[config.mk]
export PLATFORM = sky130hd
export DESIGN_NAME = bwio_port
export DESIGN_NICKNAME = d
export VERILOG_FILES = /design/src/shared/bwio_pkg.sv /design/src/rtl/bwio_fifo.sv /design/src/rtl/bwio_port.sv
export SDC_FILE = /design/constraint.sdc
export NUM_CORES = 1
export LEC_CHECK = 0
export BUFFER_PORTS_ARGS = -buffer_cell sky130_fd_sc_hd__buf_2
export CORE_ASPECT_RATIO = 0.7
export CORE_MARGIN = 10
export CORE_UTILIZATION = 39
export CTS_BUF_LIST = sky130_fd_sc_hd__clkbuf_8
export DETAILED_ROUTE_END_ITERATION = 10
export GPL_TIMING_DRIVEN = 0
export PLACE_DENSITY_LB_ADDON = 0.15
export SETUP_SLACK_MARGIN = 0.1
export SLEW_MARGIN = 0
export SYNTH_ARGS = -nofsm -noshare
export SYNTH_HDL_FRONTEND = slang
export SYNTH_SLANG_ARGS = --single-unit
[constraint.sdc]
create_clock -name clk -period 3.4 [get_ports clk]
set_input_delay 0.34 -clock clk [delete_from_list [all_inputs] [get_ports clk]]
set_output_delay 0.34 -clock clk [all_outputs]
set_load 0.01 [all_outputs]
[src/shared/bwio_pkg.sv]
/*
 * bwio_pkg: constants shared by the byte-wide port and its FIFO.
 * assumes a single 125 MHz clock domain.
 */
package bwio_pkg;
    localparam int         DATA_W        = 8;
    localparam int         FIFO_DEPTH    = 32;
    localparam logic [7:0] REG_RESET     = 8'h00;
    localparam logic       MODE_INPUT    = 1'b0;
    localparam logic       MODE_OUTPUT   = 1'b1;
    localparam int         SYNC_STAGES   = 2;
    localparam int         CLK_PERIOD_NS = 8;
    typedef enum logic [1:0] {
        BWIO_IDLE,
        BWIO_OPEN,
        BWIO_HELD
    } bwio_strobe_t;
endpackage

[src/rtl/bwio_fifo.sv]
/*
 * bwio_fifo: synchronous FIFO with valid/ready on both sides.
 * assumes one clock and a synchronous active-low reset.
 */
`timescale 1ns/1ps
module bwio_fifo #(
    parameter int WIDTH = 8,
    parameter int DEPTH = 32
) (
    input  wire logic             clk,
    input  wire logic             rst_b,
    input  wire logic [WIDTH-1:0] inData,
    input  wire logic             inValid,
    output logic                  inReady,
    output logic      [WIDTH-1:0] outData,
    output logic                  outValid,
    input  wire logic             outReady
);
    localparam int AW = $clog2(DEPTH);

    logic [WIDTH-1:0] mem [DEPTH];
    logic [AW-1:0]    wrPtr_q;
    logic [AW-1:0]    rdPtr_q;
    logic [AW:0]      count_q;
    logic             doWr;
    logic             doRd;

    assign inReady  = (count_q != (AW+1)'(DEPTH));
    assign outValid = (count_q != '0);
    assign doWr     = inValid && inReady;
    assign doRd     = outValid && outReady;
    assign outData  = mem[rdPtr_q];

    always_ff @(posedge clk) begin
        if (doWr) begin
            mem[wrPtr_q] <= inData;
        end
    end

    always_ff @(posedge clk) begin
        if (!rst_b) begin
            wrPtr_q <= '0;
            rdPtr_q <= '0;
            count_q <= '0;
        end else begin
            if (doWr) begin
                wrPtr_q <= wrPtr_q + 1'b1;
            end
            if (doRd) begin
                rdPtr_q <= rdPtr_q + 1'b1;
            end
            if (doWr && !doRd) begin
                count_q <= count_q + 1'b1;
            end else if (doRd && !doWr) begin
                count_q <= count_q - 1'b1;
            end
        end
    end
endmodule

[src/rtl/bwio_port.sv]
/*
 * bwio_port: byte-wide mode-programmable parallel port with a
 * service-request flip-flop, modelled synchronously to clk.
 * assumes all pins are asynchronous to clk; the mode pin is static.
 */
//
// Function
// the mode pin selects input behaviour when low and output when high.
// in input mode the register follows port_in_byte while strobe is high.
// in input mode strobe falling freezes the byte and asserts the request.
// in input mode both selects high drive the register onto the outputs.
// in input mode either select low floats outputs and drops the request; the code drops it only on the deselect edge, and a same-cycle strobe fall wins.
// in output mode the outputs are driven at all times.
// in output mode the register follows input while selected and strobe high.
// in output mode strobe falling while selected holds the byte.
// in output mode deselect raises the request, next strobe fall drops it.
// clear zeroes the register and resets the request flip-flop.
// first select and request invert their polarity with the mode.
// clear overrides strobe activity and strobe edges are sampled on clk.
`timescale 1ns/1ps
module bwio_port (
    input  wire logic       clk,
    input  wire logic       rst_b,
    input  wire logic       portMode,
    input  wire logic       strobeClk,
    input  wire logic       clear_b,
    input  wire logic       select_first,
    input  wire logic       select_second,
    input  wire logic [7:0] port_in_byte,
    output logic      [7:0] port_out_byte,
    output logic            portOutEnable,
    output logic            service_request_flag,
    output logic      [7:0] capData,
    output logic            capValid,
    input  wire logic       capReady,
    output logic            capOverrun
);
    // ---------------------------------------------------------------
    // pin synchronisers
    // ---------------------------------------------------------------
    logic [11:0] meta_q;
    logic [11:0] sync_q;
    logic [11:0] pinsRaw;

    assign pinsRaw = {port_in_byte, portMode, strobeClk,
                      select_first, select_second};

    always_ff @(posedge clk) begin
        meta_q <= pinsRaw;
        sync_q <= meta_q;
    end

    // clear is synchronised too; its effect is immediate once seen
    logic clrMeta_q;
    logic clrSync_q;
    always_ff @(posedge clk) begin
        if (!rst_b) begin
            clrMeta_q <= 1'b1;
            clrSync_q <= 1'b1;
        end else begin
            clrMeta_q <= clear_b;
            clrSync_q <= clrMeta_q;
        end
    end

    logic [7:0] dataIn;
    logic       modeOut;
    logic       strobe;
    logic       selA;
    logic       selB;
    assign dataIn  = sync_q[11:4];
    assign modeOut = (sync_q[3] == bwio_pkg::MODE_OUTPUT);
    assign strobe  = sync_q[2];
    assign selA    = sync_q[1];
    assign selB    = sync_q[0];

    // ---------------------------------------------------------------
    // selection and strobe edge
    // ---------------------------------------------------------------
    logic selected;
    logic strobePrev_q;
    logic strobeFall;
    logic clearing;

    // first select flips sense with the mode
    assign selected = modeOut ? (!selA && selB) : (selA && selB);
    assign clearing = !rst_b || !clrSync_q;

    always_ff @(posedge clk) begin
        if (!rst_b) begin
            strobePrev_q <= 1'b0;
        end else begin
            strobePrev_q <= strobe;
        end
    end
    assign strobeFall = strobePrev_q && !strobe;

    // ---------------------------------------------------------------
    // data register
    // ---------------------------------------------------------------
    logic [7:0] dataReg_q;
    logic       loadOpen;

    // input mode ignores selects for capture; output mode needs them
    assign loadOpen = strobe && (!modeOut || selected);

    always_ff @(posedge clk) begin
        if (clearing) begin
            dataReg_q <= bwio_pkg::REG_RESET;
        end else if (loadOpen) begin
            dataReg_q <= dataIn;
        end
    end
    // once strobe falls the register simply stops loading

    // ---------------------------------------------------------------
    // service request flip-flop (stored active-high as "pending")
    // ---------------------------------------------------------------
    logic reqPend_q;
    logic selPrev_q;

    always_ff @(posedge clk) begin
        if (!rst_b) begin
            selPrev_q <= 1'b0;
        end else begin
            selPrev_q <= selected;
        end
    end

    always_ff @(posedge clk) begin
        if (clearing) begin
            reqPend_q <= 1'b0;
        end else if (!modeOut) begin
            // a new byte wins over a simultaneous deselect
            if (strobeFall) begin
                reqPend_q <= 1'b1;
            end else if (selPrev_q && !selected) begin
                // only the end of a read drops it; idle deselect keeps it
                reqPend_q <= 1'b0;
            end
        end else begin
            if (selPrev_q && !selected) begin
                reqPend_q <= 1'b1;
            end else if (strobeFall) begin
                reqPend_q <= 1'b0;
            end
        end
    end

    // ---------------------------------------------------------------
    // pin outputs
    // ---------------------------------------------------------------
    logic [7:0] outByte_q;
    logic       outEn_q;
    logic       srPin_q;

    always_ff @(posedge clk) begin
        if (!rst_b) begin
            outByte_q <= bwio_pkg::REG_RESET;
            outEn_q   <= 1'b0;
            srPin_q   <= 1'b1;
        end else begin
            outByte_q <= dataReg_q;
            outEn_q   <= modeOut || selected;
            // input mode: low means pending; output mode: high means pending
            srPin_q   <= modeOut ? reqPend_q : !reqPend_q;
        end
    end

    assign port_out_byte        = outByte_q;
    assign portOutEnable        = outEn_q;
    assign service_request_flag = srPin_q;

    // ---------------------------------------------------------------
    // capture stream: each byte held by a strobe fall is queued for the local side if the FIFO has room
    // ---------------------------------------------------------------
    logic       fifoInReady;
    logic       pushPend_q;
    logic       ovr_q;

    // push one cycle after the strobe fall so the held byte is used
    always_ff @(posedge clk) begin
        if (!rst_b) begin
            pushPend_q <= 1'b0;
        end else begin
            pushPend_q <= strobeFall && !clearing &&
                          (!modeOut || selected);
        end
    end

    // a full FIFO cannot stall the peripheral, so losses are flagged
    always_ff @(posedge clk) begin
        if (clearing) begin
            ovr_q <= 1'b0;
        end else if (pushPend_q && !fifoInReady) begin
            ovr_q <= 1'b1;
        end
    end
    assign capOverrun = ovr_q;

    bwio_fifo #(
        .WIDTH (bwio_pkg::DATA_W),
        .DEPTH (bwio_pkg::FIFO_DEPTH)
    ) u_fifo (
        .clk      (clk),
        .rst_b    (rst_b),
        .inData   (dataReg_q),
        .inValid  (pushPend_q),
        .inReady  (fifoInReady),
        .outData  (capData),
        .outValid (capValid),
        .outReady (capReady)
    );
endmodule

# After elaboration in Yosys (flattened, before gate mapping)
# Memories as Yosys holds them, arrays and structs flattened. A register that Yosys moved wholly into a read port is not among the register bits.
# Index checks and enable logic that the tools add are counted.
# Widths: inputs -> output; s select.
[op_classes]
n_addsub = 4
mul = 0
div = 0
n_lt_le_gt_ge = 0
eq_ne = 1
n_shift = 0
n_mux = 13
bitwise_logic = 0
reduce_logical = 29
[ops]
columns = ["operator", "n"]
rows = [
  ["$logic_and 1x1->1", 12],
  ["$mux 6", 2],
  ["$logic_not 1->1", 11],
  ["$add 5x1->5 const B", 2],
  ["$mux 5", 2],
  ["$mux 1", 9],
  ["$add 6x1->6 const B", 1],
  ["$ne 6x6->1 const B", 1],
  ["$reduce_bool 6->1", 1],
  ["$sub 6x1->6 const B", 1],
  ["$reduce_bool 2->1", 2],
  ["$logic_or 1x1->1", 3],
]
[totals]
regBits = 65
latchBits = 0
ramBits = 256
romBits = 0
input_bits = 16
output_inout_bits = 20
mem_count = 1
[mem_list]
columns = ["memory", "words", "width", "read_ports", "rd_clocked_by_memory_dff", "wr", "line_no", "rtl"]
rows = [
  ["u_fifo.mem", 32, 8, 1, 1, 1, "bwio_fifo.sv:21", "logic [WIDTH-1:0] mem [DEPTH];"],
]

# Longest topological paths before layout
[logic_depth]
depth_word = 8
mapped_depth = 11

# Modules after synthesis
# From an unflattened synthesis, not the netlist that was laid out.
[unflattened]
hier_cells = 736
area_unflattened_um2 = 12459.4
[by_module_without_submodules]
columns = ["mod", "instances", "cells_each", "area_per_inst_um2", "seq_area_each_um2"]
rows = [
  ["bwio_fifo", 1, 627, 11089.4, 8107.8],
  ["bwio_port", 1, 109, 1370.1, 980.9],
]

# Worst setup path before layout
# No wires, ideal clock.
[synth_path]
kind = "register to register"
start = "register u_fifo.count_q[0]"
end = "register u_fifo.count_q[5]"
setup_ns = 0.129
arrival_time_ns = 2.691
setup_slack_ns = 0.581
stages_incl_launch_ff = 12
cell_sequence = "dfxtp_1 > or4_4 > buf_6 > o31ai_4 > inv_2 > ha_1 > inv_1 > ha_1 > a211o_1 > o221a_2 > o21ai_0 > nand4b_1"
[synth_between]
elab_chain_cells = 5
[synth_rtl]
columns = ["item", "line_no", "rtl"]
rows = [
  ["from (decl)", "bwio_fifo.sv:24", "logic [AW:0] count_q;"],
  ["from (signal assigned)", "bwio_fifo.sv:53", "count_q <= count_q + 1'b1;"],
  ["from (signal assigned)", "bwio_fifo.sv:55", "count_q <= count_q - 1'b1;"],
  ["$ne 6x6->1 *", "bwio_fifo.sv:28", "assign inReady = (count_q != (AW+1)'(DEPTH));"],
  ["$logic_and 1x1->1 *", "bwio_fifo.sv:30", "assign doWr = inValid && inReady;"],
  ["net u_fifo.doWr", "bwio_fifo.sv:25", "logic doWr;"],
  ["$logic_not 1->1", "bwio_fifo.sv:54", "end else if (doRd && !doWr) begin"],
  ["$logic_and 1x1->1", "bwio_fifo.sv:54", ""],
  ["$reduce_bool 2->1 (no line)", "n/a", ""],
]
# The timed path passes the listed nets; every way through them passes the cells marked *. The select of a mux whose other input is x is not followed.
# A chain may end at the register's enable or synchronous reset.

==> summary.txt <==
Outcome
  • Status: completed

Die
  • Die X: about 230 microns
  • Row count: 54
  • Die area: between 30000 and 40000 sq um
  • Die Y: approximately 170 microns
  • IO Pins: 36
  • Core area: about 31000 sq um
  • Initial Util: 39.6%

Synthesis
  • Async set or reset register ratio after synthesis: 0%
  • Synthesized area: 12400 sq um
  • Post-synthesis cell count: 725
  • Syn_nets: roughly 750
  • Seq/Total Area, Yosys: between 70% and 80%
  • Cell taking the most area after synthesis: edfxtp_1
  • Top FF cell, synth: edfxtp_1
  • Top-area cell type share of the netlist area: 62.2%
  • Synth area leaders: edfxtp_1 (62%), dfxtp_1 (11%), mux2i_1 (5.9%)
  • Synth Register Bits: 326
  • Synthesis warning total: 0
  • Syn Area/Cell: 17.1 sq um
  • Post-synth EDFFs: between 200 and 300
  • Unique masters post-synth: 52

STA
  • Final Max Tran Viols: 0
  • Final setup violation count: 0
  • Hold Vio Cnt, Final: 0
  • Setup WS post-layout: between 0.2 and 0.25 ns
  • Skew final: ~0.015 ns
  • RSZ-0062 raised after global routing: true
  • Max frequency: about 310 MHz
  • Fin Setup TNS: 0 ns
  • Worst-case headroom to the max-slew limit: 11.0%
  • Final period util: between 90% and 100%
  • Crit path time final: 3.19 ns
  • Worst Tran Pin Value: 1.33 ns

Global route
  • First-pass GRT wire length: 42.7 mm
  • All-layer global routing usage: 14.5%
  • Vias in the first global route: 7016
  • Number of antenna violations at the first check in global routing: 0
  • GRT overflow: 0
  • Largest net degree at the start of global routing: 35

Power
  • Max VDD drop: 0.262 mV
  • Final Total Pwr: 8720 uW
  • Lkg Pwr: approximately 0.0047 uW
  • PD cells: a little over 600 nW/um^2

Worst hold path
  • Worst min path class: primary input to register
  • Worst Hold Path Cells: 3
  • Hold Startpoint: rst_b

CTS
  • Number of clock sinks: approximately 330
  • H-tree depth: 2
  • Clock buffer depth: 3
  • CTS tree: built
  • Number of CTS-inserted buffers: just over 50
  • Root Buffer: clkbuf_8
  • Worst skew pair latency: about 0.57 ns
  • Reg clk slew, reported paths: 0.06 ns

Critical path
  • CP Capture Type: output port
  • Critical Path AT: between 2 and 3 ns
  • Setup CP Type: register to output port
  • Worst R2R Path Depth: 11
  • Crit-path max FO: 10
  • Crit start category: register
  • Worst r2r src: u_fifo.count_q[0]
  • WP data required: ~3.1 ns
  • R2r endpoint: u_fifo.count_q[5]
  • R2R setup slack: between 0.3 and 0.4 ns

Route
  • WL/cell: 22.0 microns
  • Antenna Nets Post-Route: 0
  • DR iter-0 viols: around 670
  • Drt total wl: about 28 mm
  • DR pass1 iterations: 7
  • # DRC: 0
  • DR vias/cell: 5.23
  • Via count: roughly 6700

Placed design
  • Port bufs: 35
  • DP Area: between 10000 and 15000 sq um
  • GPL Wtd Cong: between 0.8 and 0.9
  • DP Cell Count: 1180
  • Post-detail-place hpwl: roughly 18 mm
  • Dpl ws: 0.215 ns

Job
  • Max cap viols: 0

Layout
  • Fillers: around 2700
  • Final-stage net count: approximately 850
  • # diodes: 0
  • Commonest non-fill, non-tap cell in the layout: edfxtp_1
  • Post-Layout Cell Count: around 1300
  • Proportion of layout cells with a drive suffix above 1: between 20% and 30%
  • Most frequent cells in the layout: edfxtp_1 (256), mux2i_1 (73), dfxtp_1 (64), nor2_1 (59), clkbuf_8 (54)
  • Area growth, synth to finish: 14.7%
  • Final Cell Area: between 10000 and 15000 sq um
metal layers:
layer | GRT usage, % | share of wire (%)
met4 | 3.91 | 2.0
met1 | 20.3 | 46
met5 | 0 | 0
met3 | 3.59 | 7.4
met2 | 22.0 | 44
flip-flops by register name (all words and copies together) (netlist names), named ones only:
register and flops:
u_fifo.mem 256, meta_q 12, sync_q 12, dataReg_q 8, port_out_byte 8, u_fifo.count_q 6
u_fifo.rdPtr_q 5, u_fifo.wrPtr_q 5, capOverrun 1, clrMeta_q 1, clrSync_q 1, portOutEnable 1
pushPend_q 1, reqPend_q 1, selPrev_q 1, service_request_flag 1, strobePrev_q 1
worst max-delay path: stages (launching register included):
cell,delay [ns]
dfxtp_1,0.32
clkbuf_2,0.22
buf_4,0.27
buf_2,0.31
mux4_2,0.42
a221oi_1,0.32
nand3_1,0.20
buf_2,0.19
area by class of cell:
cell class | count | area [sq um] | share of cell area [%]
timing repair buffer | 48 | 305 | 2.15
inverter | 9 | 33.8 | 0.238
multi-input combinational | 353 | 3110 | 21.9
sequential | 326 | 9100 | 64.2
tap | 420 | 526 | 3.71
clock buffer | 54 | 743 | 5.24
buffer | 37 | 195 | 1.38
clock inverter | 37 | 171 | 1.21
cell families (layout without fill, tap and decap cells):
| family | after synthesis | after routing | synth area share (%) |
|---|---|---|---|
| buffers and inverters | 46 | 185 | 1.71 |
| adders and majority gates | 12 | 12 | 1.28 |
| muxes | 105 | 105 | 11.7 |
| and+or+nand+nor | 146 | 146 | 5.87 |
| DFF | 326 | 326 | 73.5 |
| xor gates and xnor gates | 9 | 9 | 0.638 |
| AOI/OAI and AO/OA | 81 | 81 | 5.25 |
what timing repair did:
item	CTS	global route
resized for setup	8	11
hold buffers	13	0
pin swaps	0	0
buffers inserted	0	0
setup endpoints to repair	8	8
hold endpoints to repair	13	0
cell usage after synthesis (all sizes together), types with 2 or more instances:
cell type	count
a211o	2
a21oi	11
a221oi	8
a22o	8
a22oi	32
and2	11
and3	5
buf	19
clkbuf	18
dfxtp	70
edfxtp	256
ha	11
inv	9
mux2i	73
mux4	32
nand2	10
nand2b	4
nand3	31
nand3b	3
nor2	61
nor2b	4
nor3	4
o21a	5
o21ai	3
o311ai	2
o31ai	4
or3	4
or3b	2
or4	2
xor2	8
where the power goes:
| part | internal [uW] | total [uW] | switching, uW |
|---|---|---|---|
| clock | 1530 | 2980 | 1450 |
| combinational | 546 | 1230 | 686 |
| sequential | 4380 | 4500 | 128 |
| total | 6450 | 8720 | 2260 |
through the flow:
| step | util (%) | hold slack [ns] |
|---|---|---|
| 3_3_place_gp | 41.9 | 0.313 |
| 4_1_cts | 45.3 | 0.0879 |
| 2_1_floorplan | - | 0.310 |
| 3_5_place_dp | 41.9 | 0.312 |
| 6_report | 45.4 | 0.136 |
| 5_1_grt | 45.4 | 0.136 |
worst max path at each step:
stage | end | cells after the start
finish | capData[5] | 7
detailed placement | u_fifo.count_q[5] | 11
CTS | capData[6] | 9
global route | capData[7] | 7
floorplan | u_fifo.count_q[5] | 11
global placement | u_fifo.count_q[5] | 11
No activity file was read; power rests on OpenSTA's default activity.
